## src/tcw_defs.vh

```
// Register map, field positions and reset values of the 8-bit compare timer.
// Included by the timer top; no logic here.
`ifndef TCW_DEFS_VH
`define TCW_DEFS_VH
`define TCW_OFS_CTRL_A 8'h00
`define TCW_OFS_CTRL_B 8'h04
`define TCW_OFS_COUNT 8'h08
`define TCW_OFS_CMP 8'h0C
`define TCW_OFS_FLAGS 8'h10
`define TCW_OFS_PRESC 8'h14
`define TCW_OFS_PORT 8'h18
`define TCW_COM_HI 7
`define TCW_COM_LO 6
`define TCW_WGM1_BIT 3
`define TCW_WGM0_BIT 6
`define TCW_FORCE_BIT 7
`define TCW_CS_HI 2
`define TCW_CS_LO 0
`define TCW_FLAG_CMP_BIT 1
`define TCW_FLAG_OVF_BIT 0
`define TCW_PSR_BIT 1
`define TCW_MODE_NORMAL 2'h0
`define TCW_MODE_PCPWM 2'h1
`define TCW_MODE_CTC 2'h2
`define TCW_MODE_FPWM 2'h3
`define TCW_MAX 8'hFF
`define TCW_BOTTOM 8'h00
`define TCW_RST_BYTE 8'h00
`endif

```

## src/tcw_timer.v

```verilog
// Timer top: 8-bit counter, one compare channel, prescaler and AHB-Lite slave.
// Assumes one clock, a single AHB-Lite master, word-wide single transfers.
//
// Added by the designer: the AHB-Lite interface to the registers and the register addresses.
`include "tcw_defs.vh"
`timescale 1ns/1ns
`default_nettype none
module tcw_timer (
    input wire clk,
    input wire arst_n,
    input wire hsel,
    input wire [31:0] haddr,
    input wire [1:0] htrans,
    input wire hwrite,
    input wire [2:0] hsize,
    input wire [31:0] hwdata,
    input wire hready,
    output wire [31:0] hrdata,
    output wire hreadyout,
    output wire hresp,
    input wire cmp_vector_ack,
    input wire ovf_vector_ack,
    input wire port_data,
    output wire compare_output_pin,
    output wire pin_oe,
    output wire compare_match_flag,
    output wire overflow_flag
);
    reg [1:0] compare_output_mode_q;
    reg [1:0] waveform_mode_sel_q;
    reg [2:0] clock_source_sel_q;
    reg [7:0] counter_value_q;
    reg [7:0] cmp_buf_q;
    reg [7:0] compare_value_q;
    reg cmp_flag_q;
    reg ovf_flag_q;
    reg pin_dir_q;
    reg oc_q;
    reg down_q;
    reg block_q;
    reg [9:0] presc_q;
    reg [9:0] presc_prev_q;
    reg wr_q;
    reg [5:0] addr_q;
    reg [31:0] rdata_q;
    wire ap = hsel & hready & htrans[1];
    wire wr = wr_q;
    wire wr_ca = wr & (addr_q == `TCW_OFS_CTRL_A >> 2);
    wire wr_cb = wr & (addr_q == `TCW_OFS_CTRL_B >> 2);
    wire wr_cnt = wr & (addr_q == `TCW_OFS_COUNT >> 2);
    wire wr_cmp = wr & (addr_q == `TCW_OFS_CMP >> 2);
    wire wr_flg = wr & (addr_q == `TCW_OFS_FLAGS >> 2);
    wire wr_psr = wr & (addr_q == `TCW_OFS_PRESC >> 2) & hwdata[`TCW_PSR_BIT];
    wire wr_port = wr & (addr_q == `TCW_OFS_PORT >> 2);
    wire pwm = waveform_mode_sel_q[0];
    wire [7:0] top = (waveform_mode_sel_q == `TCW_MODE_CTC) ? compare_value_q : `TCW_MAX;
    // Tap edges: a bit falling is one full period of that divide
    wire [9:0] fall = presc_prev_q & ~presc_q;
    reg tick;
    always @* begin
        case (clock_source_sel_q)
            3'h1: tick = 1'b1;
            3'h2: tick = fall[2];
            3'h3: tick = fall[4];
            3'h4: tick = fall[5];
            3'h5: tick = fall[6];
            3'h6: tick = fall[7];
            3'h7: tick = fall[9];
            default: tick = 1'b0;
        endcase
    end
    wire match = tick & ~block_q & (counter_value_q == compare_value_q);
    wire force_cmp = wr_cb & hwdata[`TCW_FORCE_BIT] & ~pwm;
    wire at_top = counter_value_q == top;
    wire at_bottom = counter_value_q == `TCW_BOTTOM;
    wire top_case = pwm & compare_output_mode_q[1] & (compare_value_q == `TCW_MAX);
    reg [7:0] cnt_d;
    reg down_d;
    reg ovf_ev;
    always @* begin
        cnt_d = counter_value_q;
        down_d = down_q;
        ovf_ev = 1'b0;
        if (tick) begin
            if (waveform_mode_sel_q == `TCW_MODE_PCPWM) begin
                if (!down_q && at_top) begin
                    down_d = 1'b1;
                    cnt_d = counter_value_q - 8'h01;
                end else if (down_q && at_bottom) begin
                    down_d = 1'b0;
                    cnt_d = counter_value_q + 8'h01;
                end else begin
                    cnt_d = down_q ? counter_value_q - 8'h01 : counter_value_q + 8'h01;
                end
                ovf_ev = down_q & at_bottom;
            end else begin
                down_d = 1'b0;
                cnt_d = ((waveform_mode_sel_q == `TCW_MODE_CTC) && at_top) ? `TCW_BOTTOM
                        : counter_value_q + 8'h01;
                ovf_ev = counter_value_q == `TCW_MAX;
            end
        end
    end
    // Buffered compare reloads at TOP; its own TOP-reach still compares against the old value
    wire pwm_reload = tick & pwm & (waveform_mode_sel_q == `TCW_MODE_PCPWM ? (!down_q && at_top) : at_top);
    reg oc_d;
    always @* begin
        oc_d = oc_q;
        case (waveform_mode_sel_q)
            `TCW_MODE_NORMAL, `TCW_MODE_CTC: begin
                if (match | force_cmp) begin
                    case (compare_output_mode_q)
                        2'h1: oc_d = ~oc_q;
                        2'h2: oc_d = 1'b0;
                        2'h3: oc_d = 1'b1;
                        default: oc_d = oc_q;
                    endcase
                end
            end
            `TCW_MODE_FPWM: begin
                if (compare_output_mode_q[1]) begin
                    if (top_case) begin
                        if (tick && at_top) oc_d = ~compare_output_mode_q[0];
                    end else if (match) begin
                        // Code 10 clears on match, code 11 sets
                        oc_d = compare_output_mode_q[0];
                    end else if (tick && counter_value_q == `TCW_MAX) begin
                        // Wrap to bottom takes the opposite level
                        oc_d = ~compare_output_mode_q[0];
                    end
                end
            end
            default: begin
                if (compare_output_mode_q[1]) begin
                    if (top_case) begin
                        if (tick && at_top && !down_q) oc_d = ~compare_output_mode_q[0];
                    end else if (match) begin
                        oc_d = down_q ? ~compare_output_mode_q[0] : compare_output_mode_q[0];
                    end
                end
            end
        endcase
    end
    always @(posedge clk or negedge arst_n) begin
        if (!arst_n) begin
            compare_output_mode_q <= 2'h0;
            waveform_mode_sel_q <= 2'h0;
            clock_source_sel_q <= 3'h0;
            counter_value_q <= `TCW_RST_BYTE;
            cmp_buf_q <= `TCW_RST_BYTE;
            compare_value_q <= `TCW_RST_BYTE;
            cmp_flag_q <= 1'b0;
            ovf_flag_q <= 1'b0;
            pin_dir_q <= 1'b0;
            oc_q <= 1'b0;
            down_q <= 1'b0;
            block_q <= 1'b0;
            presc_q <= 10'h000;
            presc_prev_q <= 10'h000;
            wr_q <= 1'b0;
            addr_q <= 6'h00;
            rdata_q <= 32'h00000000;
        end else begin
            wr_q <= ap & hwrite;
            if (ap) addr_q <= haddr[7:2];
            // Prescaler free-runs; reset zeroes both copies so no false edge
            if (wr_psr) begin
                presc_q <= 10'h000;
                presc_prev_q <= 10'h000;
            end else begin
                presc_q <= presc_q + 10'h001;
                presc_prev_q <= presc_q;
            end
            if (wr_ca) begin
                compare_output_mode_q <= hwdata[`TCW_COM_HI:`TCW_COM_LO];
                waveform_mode_sel_q[0] <= hwdata[`TCW_WGM0_BIT];
                waveform_mode_sel_q[1] <= hwdata[`TCW_WGM1_BIT];
            end
            if (wr_cb) clock_source_sel_q <= hwdata[`TCW_CS_HI:`TCW_CS_LO];
            if (wr_cnt) begin
                counter_value_q <= hwdata[7:0];
                block_q <= 1'b1;
            end else begin
                counter_value_q <= cnt_d;
                down_q <= down_d;
                if (tick) block_q <= 1'b0;
            end
            if (wr_cmp) begin
                cmp_buf_q <= hwdata[7:0];
                if (!pwm) compare_value_q <= hwdata[7:0];
            end else if (!pwm) begin
                compare_value_q <= cmp_buf_q;
            end else if (pwm_reload) begin
                compare_value_q <= cmp_buf_q;
            end
            // Set wins over clear; forced match never sets the flag
            if (match) cmp_flag_q <= 1'b1;
            else if (cmp_vector_ack || (wr_flg && hwdata[`TCW_FLAG_CMP_BIT])) cmp_flag_q <= 1'b0;
            if (ovf_ev) ovf_flag_q <= 1'b1;
            else if (ovf_vector_ack || (wr_flg && hwdata[`TCW_FLAG_OVF_BIT])) ovf_flag_q <= 1'b0;
            if (wr_port) pin_dir_q <= hwdata[0];
            oc_q <= oc_d;
            if (ap && !hwrite) begin
                case (haddr[7:2])
                    // Bit 6 shows both output mode bit 0 and waveform bit 0, written together;
                    // waveform bit 1 sits in the reserved span and so cannot be read back
                    `TCW_OFS_CTRL_A >> 2: rdata_q <= {24'h000000, compare_output_mode_q, 6'h00};
                    `TCW_OFS_CTRL_B >> 2: rdata_q <= {29'h00000000, clock_source_sel_q};
                    `TCW_OFS_COUNT >> 2: rdata_q <= {24'h000000, counter_value_q};
                    `TCW_OFS_CMP >> 2: rdata_q <= {24'h000000, cmp_buf_q};
                    `TCW_OFS_FLAGS >> 2: rdata_q <= {30'h00000000, cmp_flag_q, ovf_flag_q};
                    `TCW_OFS_PORT >> 2: rdata_q <= {31'h00000000, pin_dir_q};
                    default: rdata_q <= 32'h00000000;
                endcase
            end
        end
    end
    assign hrdata = rdata_q;
    assign hreadyout = 1'b1;
    assign hresp = 1'b0;
    assign compare_output_pin = (compare_output_mode_q != 2'h0) ? oc_q : port_data;
    // Fast/phase PWM with code 01 still drives the held oc_q, not port_data
    assign pin_oe = pin_dir_q;
    assign compare_match_flag = cmp_flag_q;
    assign overflow_flag = ovf_flag_q;
endmodule
`default_nettype wire

```

## config.mk

```make
export PLATFORM = sky130hd
export DESIGN_NAME = tcw_timer
export DESIGN_NICKNAME = d
export VERILOG_FILES = /design/src/tcw_timer.v
export VERILOG_INCLUDE_DIRS = /design/src
export SDC_FILE = /design/constraint.sdc
export NUM_CORES = 1
export LEC_CHECK = 0
export ABC_AREA = 1
export BUFFER_PORTS_ARGS = -buffer_cell sky130_fd_sc_hd__buf_2
export CELL_PAD_IN_SITES_DETAIL_PLACEMENT = 1
export CELL_PAD_IN_SITES_GLOBAL_PLACEMENT = 1
export CORE_UTILIZATION = 41
export CTS_BUF_LIST = sky130_fd_sc_hd__clkbuf_8
export DETAILED_ROUTE_END_ITERATION = 8
export GPL_ROUTABILITY_DRIVEN = 0
export PLACE_DENSITY_LB_ADDON = 0.1
export SYNTH_ARGS = -nofsm -noshare
export SYNTH_HDL_FRONTEND = slang
export SYNTH_SLANG_ARGS = --single-unit
export TNS_END_PERCENT = 50
```

## constraint.sdc

```tcl
create_clock -name clk -period 5.1 [get_ports clk]
set_input_delay 1.02 -clock clk [delete_from_list [all_inputs] [get_ports clk]]
set_output_delay 1.02 -clock clk [all_outputs]
set_load 0.005 [all_outputs]
```

### Yosys cells after proc, flatten, opt, wreduce, memory -nomap -nowiden

Index checks and enable logic that the tools add are counted.

| cells by class | value |
|---|---|
| equal/unequal tests | 37 |
| $add $sub $neg | 3 |
| mux-type cells | 42 |
| reductions and logical operators | 27 |
| bitwise operators | 28 |

Operator list:

| cell | count |
|---|---|
| two-way mux 8 bit | 12 |
| one-hot mux 8 bit (6 select lines) | 1 |
| == test 6 x 3 -> 1 bit (second input constant) | 5 |
| == test 6 x 2 -> 1 bit (second input constant) | 4 |
| two-way mux 1 bit | 24 |
| bitwise AND 1 bit | 20 |
| two-way mux 10 bit | 2 |
| == test 8 bit | 2 |
| == test 8 bit (second input constant) | 2 |
| == test 3 bit (second input constant) | 4 |
| == test 6 x 1 -> 1 bit (second input constant) | 2 |
| logical NOT 6 bit | 2 |
| adder 10 x 1 -> 10 bit (second input constant) | 1 |
| bitwise AND 10 bit | 1 |
| inverter 10 bit | 1 |
| nonzero test 2 bit | 5 |
| logical AND 1 bit | 9 |
| adder 8 x 1 -> 8 bit (second input constant) | 1 |
| == test 2 bit (second input constant) | 4 |
| logical NOT 8 bit | 1 |
| != test 4 x 1 -> 1 bit (second input constant) | 2 |
| AND reduction 8 bit | 1 |
| subtractor 8 x 1 -> 8 bit (second input constant) | 1 |
| one-hot mux 1 bit (7 select lines) | 1 |
| 19 further kinds | 29 |

| word-level totals | value |
|---|---|
| word-level logic and storage cells | 154 |
| bits of input ports | 77 |
| register bits after elaboration | 96 |
| output and inout port bits | 38 |

### Longest topological paths before layout

Gate-level depths: netlist of the first run.

| depth | value |
|---|---|
| depth after elaboration | 9 |
| gate-level depth with buffers | 14 |
| mapped depth without buffers | 13 |

### Worst setup path before layout of the first run

OpenSTA, ideal clock, no wires.

| timing path | value |
|---|---|
| path type | input to output |
| start | input port port_data |
| end | output port compare_output_pin |
| data required time | 4.080 ns |
| cell stages on the path | 2 |
| buffers on the path | 0 |
| arrival | 1.155 ns |
| path slack | 2.925 ns |
| path through | nand3_1 nand2_1 |

| between the ends | value |
|---|---|
| longest elaborated chain between the ends | 1 |

RTL lines:

| item | line | text |
|---|---|---|
| start, declared | tcw_timer.v:23 | `input wire port_data,` |
| two-way mux 1 bit | tcw_timer.v:221 | `assign compare_output_pin = (compare_output_mode_q != 2'h0) ? oc_q : port_data;` |
| end, declared | tcw_timer.v:24 | `output wire compare_output_pin,` |

Every way passes these cells.

### Worst setup path after layout of the first run

| timing path | value |
|---|---|
| start | input port haddr[7] |
| end | register rdata_q[5], in the netlist hrdata[5] |

| between the ends | value |
|---|---|
| longest elaborated chain between the ends | 2 |
| elaborated cells on any way between the ends | 7 |
| classes of those cells | eq/ne (5); mux (1); reduce/logical (1) |

RTL lines:

| item | line | text |
|---|---|---|
| start, declared | tcw_timer.v:12 | `input wire [31:0] haddr,` |
| == test 6 x 3 -> 1 bit, or another cell as far along | tcw_timer.v:204 | `case (haddr[7:2])` |
| one-hot mux 8 bit (6 select lines) (*) | tcw_timer.v:204 |  |
| end signal, assigned | tcw_timer.v:207 | `` `TCW_OFS_CTRL_A >> 2: rdata_q <= {24'h000000, compare_output_mode_q, 6'h00}; `` |
| end signal, assigned | tcw_timer.v:208 | `` `TCW_OFS_CTRL_B >> 2: rdata_q <= {29'h00000000, clock_source_sel_q}; `` |
| end signal, assigned | tcw_timer.v:209 | `` `TCW_OFS_COUNT >> 2: rdata_q <= {24'h000000, counter_value_q}; `` |
| end, declared | tcw_timer.v:45 | `reg [31:0] rdata_q;` |

Every way passes the cells marked *; elsewhere a longest branch is shown, timed or not.
A chain may end at the register's enable or synchronous reset.

==> key figures, run 1 <==
Power
  • Cell Pwr Density: 457 nW/µm²
  • Pleak: 2.31 nW
  • PnR Total Power: 1.99 mW
  • Max IR drop VDD: 0.227 mV

Global routing
  • Number of global-route vias before repair: 3,760
  • Largest net degree at the start of global routing: 44
  • First-pass GRT wire length: 19,500 µm
  • All-layer global routing usage: 25.3%
  • Initial antenna violation count: 0
  • Grt total ovfl: 0

Place
  • Port Buffers: 34
  • Hpwl dp: 9090 µm

Synthesis
  • Mapped Cells: 550
  • Register area share after synthesis: 42.1%
  • Share of the synthesized area in the top cell type: 42.1%
  • Synth area leader: dfrtp_1
  • Synth top area cells: dfrtp_1 42%, nand2_1 15%, o21ai_0 6.9%, inv_1 6.0%, nand3_1 4.9%
  • Mapped Area: 3980 µm²
  • Yosys Warn Count: 0
  • Register bit total from synthesis: 67
  • Avg Synthesized Cell Area: 7.24 µm²
  • Synth cell types: 33

STA
  • Ratio of final minimum period to clock period: 49.7%
  • Max Slew Vio Count: 0
  • Min cycle time layout: 2540 ps
  • RSZ-0062 raised after global routing: false
  • Hold Fails Final Rpt: 0
  • Actual slew at the worst max-slew pin: 1060 ps
  • Finish-stage setup viols: 0
  • Final Skew: 13.8 ps
  • Setup TNS: 0 ps
  • Max transition margin: 28.7%
  • Max Fclk: 394 MHz

Worst hold path
  • Worst hold stages: 1
  • Hold Path Class: reg -> reg
  • Hold path start: presc_q[0]$_DFF_PN0_
  • Hold EP: presc_q[0]$_DFF_PN0_

Die
  • Core area: 9330 µm²
  • Chip width: 101 µm
  • Ports: 115
  • Initial Utilization: 42.7%
  • Die height: 101 µm
  • Die area: 10,100 µm²
  • Row count: 35

Clock network
  • H-tree levels: 3
  • Post-CTS Setup Bufs: 0
  • Post-cts hold buffer count: 0
  • Post-CTS Resized: 0
  • CTS tree: done
  • Cts bufs inserted: 9
  • Clock Root Buffer: clkbuf_8
  • Clock-pin slew on the worst setup and hold paths: 90 ps
  • Clock Tree Buf Depth: 2
  • Num Clock Sinks: 67
  • Clock Latency Late Sink: 350 ps

Setup path
  • Crit path DAT: 2810 ps
  • Reg-to-reg endpoint: compare_value_q[6]$_DFFE_PN0P_
  • Critical path launch point type: input port
  • CP required: 5370 ps
  • CP Capture Type: flip-flop
  • WP buf/inv: 1
  • CP top delay family: simple AND/OR/NAND/NOR gates
  • CP max stage delay: 820 ps
  • Crit Path Category: in -> reg
  • Crit-path slowest cell: nor3_1
  • Largest fanout on the critical path: 8
  • Reg2Reg Setup Slack: 2910 ps
  • R2R depth: 12
  • Origin of the critical flop-to-flop path: counter_value_q[2]$_DFFE_PN0P_
  • Cell chain of the critical path: buf_2 -> nor2_1 -> nand2_1 -> nor3_1 -> a22oi_1 -> o21ai_0

Drt
  • Vias: 3,694
  • Post-route ant nets: 0
  • DR pass1 iterations: 4
  • Drt drc: 0
  • Post-DR vias/cell: 5.14
  • First DRT Iteration DRCs: 151
  • WL final: 11,700 µm
  • Wire per inst: 16.4 µm

Layout
  • Layout cells sized above 1: 10.7%
  • Synthesis-to-finish area growth: 9.08%
  • NumNets Final: 665
  • Post-Route Utilization: 46.6%
  • Number of diodes: 0

Outcome
  • Outcome: finished, final reports clean

Job
  • Max-cap violation count: 0
## worst max-delay path by stage
stage,startpoint,end,slack (ps),depth (start not counted)
floorplan,port_data,compare_output_pin,2930,2
global placement,haddr[7],hrdata[4]$_DFFE_PN0P_,2270,6
detailed placement,haddr[7],hrdata[5]$_DFFE_PN0P_,2260,6
CTS,haddr[7],hrdata[5]$_DFFE_PN0P_,2630,6
global route,haddr[7],hrdata[2]$_DFFE_PN0P_,2330,8
finish,haddr[7],hrdata[5]$_DFFE_PN0P_,2560,6
## flip-flops by register name, summed over array words and instances (netlist names), 2 cells and up
signal	count
compare_value_q	8
hrdata	8
clock_source_sel_q	3
presc_prev_q	6
cmp_buf_q	8
presc_q	10
compare_output_mode_q	2
counter_value_q	8
addr_q	6
## area by class of cell
cell class | instances | area, µm²
fillers | 1254 | 4980
multi-input cells | 404 | 1900
flip-flops and latches | 67 | 1680
inverters | 67 | 251
repair buffers | 35 | 178
well taps | 129 | 161
clock buffers | 10 | 138
clock inverters | 6 | 40.0
## cell usage after synthesis (all sizes together)
| master | instances |
|---|---|
| nand2 | 161 |
| dfrtp | 67 |
| inv | 67 |
| o21ai | 57 |
| nor2 | 49 |
| nand3 | 39 |
| buf | 31 |
| nor3 | 13 |
| xor2 | 13 |
| a21oi | 11 |
| nand4 | 8 |
| a22oi | 5 |
| clkbuf | 5 |
| ha | 4 |
| mux2 | 3 |
| o31ai | 3 |
| a31oi | 2 |
| conb | 2 |
| nor4 | 2 |
| o22ai | 2 |
| a221oi | 1 |
| and3 | 1 |
| o2111ai | 1 |
| o211ai | 1 |
| o21bai | 1 |
| xnor2 | 1 |
## power breakdown
part	internal, mW	switching [mW]	total, mW	leakage (nW)
clock network	0.190	0.225	0.415	0.0924
registers	0.672	0.153	0.825	0.794
logic	0.249	0.496	0.745	1.42
## worst register-to-register path: cells and delay by family, from the launching register on
kind / cells / cell delay (ps)
flops: 1 / 620
buf+inv: 1 / 170
compound gates: 1 / 90
simple gates: 10 / 1240
## metal layers
layer | global-route usage, % | routed length (µm)
met1 | 34.8 | 5680
met2 | 40.7 | 5360
met3 | 4.23 | 450
met4 | 7.80 | 255
met5 | 0 | 0
## cells by family (layout without fill, tap and decap cells)
group                      count (synthesis)  in the layout  share of synthesized area, %
buffers and inverters                    103            118                          12.5
xor gates and xnor gates                  14             14                          3.08
muxes                                      3              3                         0.848
adders and majority gates                  4              4                          1.26
other                                      2             26                         0.189
DFF                                       67             67                          42.1
and+or+nand+nor                          273            273                          28.6
AOI/OAI and AO/OA                         84             84                          11.5
## metrics by stage
stage	setup slack [ps]	cell area (µm²)	hold WS [ps]	std cells
after floorplan	2930	4070	433	574
after global placement	2270	4170	446	702
after detailed placement	2260	4170	459	702
after CTS	2630	4340	470	718
after global routing	2330	4340	512	718
final	2560	4340	465	718
## cell usage in the layout, fill, tap and decap left out, types with 2 or more instances in the layout
master    count
nand2_1     158
dfrtp_1      67
inv_1        64
o21ai_0      55
nor2_1       46
nand3_1      39
buf_2        34
conb_1       26
nor3_1       13
xor2_1       13
a21oi_1      11
clkbuf_8     10
nand4_1       8
a22oi_1       5
ha_1          4
inv_2         3
nor2_2        3
mux2_2        3
o31ai_1       3
clkinv_2      3
a31oi_1       2
nor4_1        2
nand2_2       2
o21ai_1       2
o22ai_1       2
No activity file was read; power rests on OpenSTA's default activity.
==> inputs of run 2 (changes only) <==
--- a/config.mk
+++ b/config.mk
@@ -10,7 +10,7 @@
 export BUFFER_PORTS_ARGS = -buffer_cell sky130_fd_sc_hd__buf_2
 export CELL_PAD_IN_SITES_DETAIL_PLACEMENT = 1
 export CELL_PAD_IN_SITES_GLOBAL_PLACEMENT = 1
-export CORE_UTILIZATION = 41
+export CORE_UTILIZATION = 34
 export CTS_BUF_LIST = sky130_fd_sc_hd__clkbuf_8
 export DETAILED_ROUTE_END_ITERATION = 8
 export GPL_ROUTABILITY_DRIVEN = 0
==> constraint.sdc (replaced) <==
create_clock -name clk -period 2.3 [get_ports clk]
set_input_delay 0.46 -clock clk [delete_from_list [all_inputs] [get_ports clk]]
set_output_delay 0.46 -clock clk [all_outputs]
set_load 0.005 [all_outputs]
==> key figures, run 2 (synthesized netlist as in run 1, its figures left out) <==
Outcome
  • Outcome: finished, final reports clean

Clock network
  • Cts bufs inserted: 9
  • Clock Root Buffer: clkbuf_8
  • Num Clock Sinks: 67
  • Clock Tree Buf Depth: 2
  • H-tree levels: 3
  • Clock Latency Late Sink: 370 ps
  • Clock-pin slew on the worst setup and hold paths: 70 ps
  • CTS tree: done

Setup path
  • Crit-path slowest cell: dfrtp_2
  • WP buf/inv: 2
  • Critical path launch point type: flip-flop
  • CP max stage delay: 450 ps
  • WP depth: 13
  • CP most frequent cell: nand2_1
  • Crit path DAT: 2290 ps
  • Crit Path Category: reg -> reg
  • CP required: 2550 ps
  • Largest fanout on the critical path: 9
  • CP Capture Type: flip-flop
  • Cell chain of the critical path: inv_2 -> nand2_4 -> inv_2 -> nand2_1 -> nand2_1 -> nor2_2 -> nand3_1 -> nand2_1 -> nand2_2 -> nand3_1 -> nand3_1 -> nand2_1 -> nand2_1
  • CP top delay family: simple AND/OR/NAND/NOR gates
  • R2R depth: 13

STA
  • Ratio of final minimum period to clock period: 88.6%
  • Finish-stage setup viols: 0
  • Hold Fails Final Rpt: 0
  • Min cycle time layout: 2040 ps
  • Final Skew: 8.58 ps
  • Max Fclk: 491 MHz
  • Max Slew Vio Count: 0
  • Setup TNS: 0 ps
  • RSZ-0062 raised after global routing: false

Global routing
  • Largest net degree at the start of global routing: 68
  • All-layer global routing usage: 21.7%
  • First-pass GRT wire length: 19,300 µm
  • Grt total ovfl: 0
  • Number of global-route vias before repair: 3,700
  • Initial antenna violation count: 0

Power
  • Cell Pwr Density: 1040 nW/µm²
  • Pleak: 2.41 nW
  • Max IR drop VDD: 0.511 mV

Die
  • Initial Utilization: 34.9%
  • Die area: 12,200 µm²
  • Ports: 115
  • Die height: 110 µm
  • Core area: 11,400 µm²
  • Chip width: 110 µm
  • Row count: 39

Layout
  • Layout cells sized above 1: 13.4%
  • NumNets Final: 682
  • Largest Register: presc_q
  • Largest register FFs: 10
  • Synthesis-to-finish area growth: 14.2%
  • Number of diodes: 0
  • Most frequent cells in the layout: 158 x nand2_1, 65 x dfrtp_1, 64 x inv_1
  • Most common cell after layout, fill and taps aside: nand2_1
  • Post-Route Utilization: 39.8%

Drt
  • Post-DR vias/cell: 4.93
  • First DRT Iteration DRCs: 156
  • Post-route ant nets: 0
  • Wire per inst: 16.0 µm
  • Vias: 3,687
  • Drt drc: 0
  • DR pass1 iterations: 4
  • WL final: 12,000 µm

Place
  • Port Buffers: 34
  • Hpwl dp: 9370 µm

Job
  • Max-cap violation count: 0

Worst hold path
  • Hold Path Class: in -> async
-- run 2: worst reg2reg max path, stage by stage, from the launching register on --
cell and delay (ps):
dfrtp_2 450, inv_2 130, nand2_4 140, inv_2 80, nand2_1 80, nand2_1 90
nor2_2 140, nand3_1 150, nand2_1 200, nand2_2 150, nand3_1 100, nand3_1 90
nand2_1 80, nand2_1 60
-- run 2: repair_timing --
action                                  4_1_cts  5_1_grt
setup buffers                                 0        0
hold buffers                                  0        0
gates resized for setup                       0        3
endpoints found under the setup margin        0        1
-- run 2: stage by stage --
step / power [mW] / worst slack [ps] / hold WS [ps] / std cells / instance area [µm²]
floorplan: 3.02 / 525 / 164 / 574 / 4070
global placement: 3.60 / 193 / 450 / 733 / 4320
detailed placement: 3.64 / 142 / 454 / 733 / 4320
CTS: 4.77 / 128 / 121 / 748 / 4540
global route: 5.13 / 53.1 / 128 / 748 / 4550
finish: 4.73 / 261 / 110 / 748 / 4550
-- run 2: area by class of cell --
cell class / count / area [µm²]
clock inverters: 5 / 77.6
clock buffers: 10 / 138
fillers: 1474 / 6870
flip-flops and latches: 67 / 1680
repair buffers: 52 / 318
multi-input cells: 404 / 1900
inverters: 67 / 251
well taps: 143 / 179
-- run 2: worst paths after layout --
check	endpoint	slack, ps	start
hold / removal	addr_q[5]$_DFFE_PN0P_	110	arst_n
setup / recovery	counter_value_q[4]$_DFFE_PN0P_	260	compare_output_mode_q[0]$_DFFE_PN0P_
setup reg to reg	counter_value_q[4]$_DFFE_PN0P_	260	compare_output_mode_q[0]$_DFFE_PN0P_
max in group asynchronous	counter_value_q[2]$_DFFE_PN0P_	1880	arst_n
hold reg to reg	presc_q[0]$_DFF_PN0_	450	presc_q[0]$_DFF_PN0_
min in group clk	compare_match_flag$_DFFE_PN0P_	270	cmp_vector_ack
-- run 2: where the power goes --
part           switching [mW]  total (mW)  internal, mW  leakage (nW)
Clock                   0.469        1.10         0.630         0.108
Sequential              0.313        1.81          1.49         0.792
Combinational            1.17        1.83         0.660          1.51
-- run 2: metal layers --
layer	GRT usage, %	up-vias	wire, µm
li1	-	1816	-
met3	4.53	14	398
met2	36.1	62	5750
met4	7.14	0	181
met5	0	-	0
met1	28.2	1795	5630
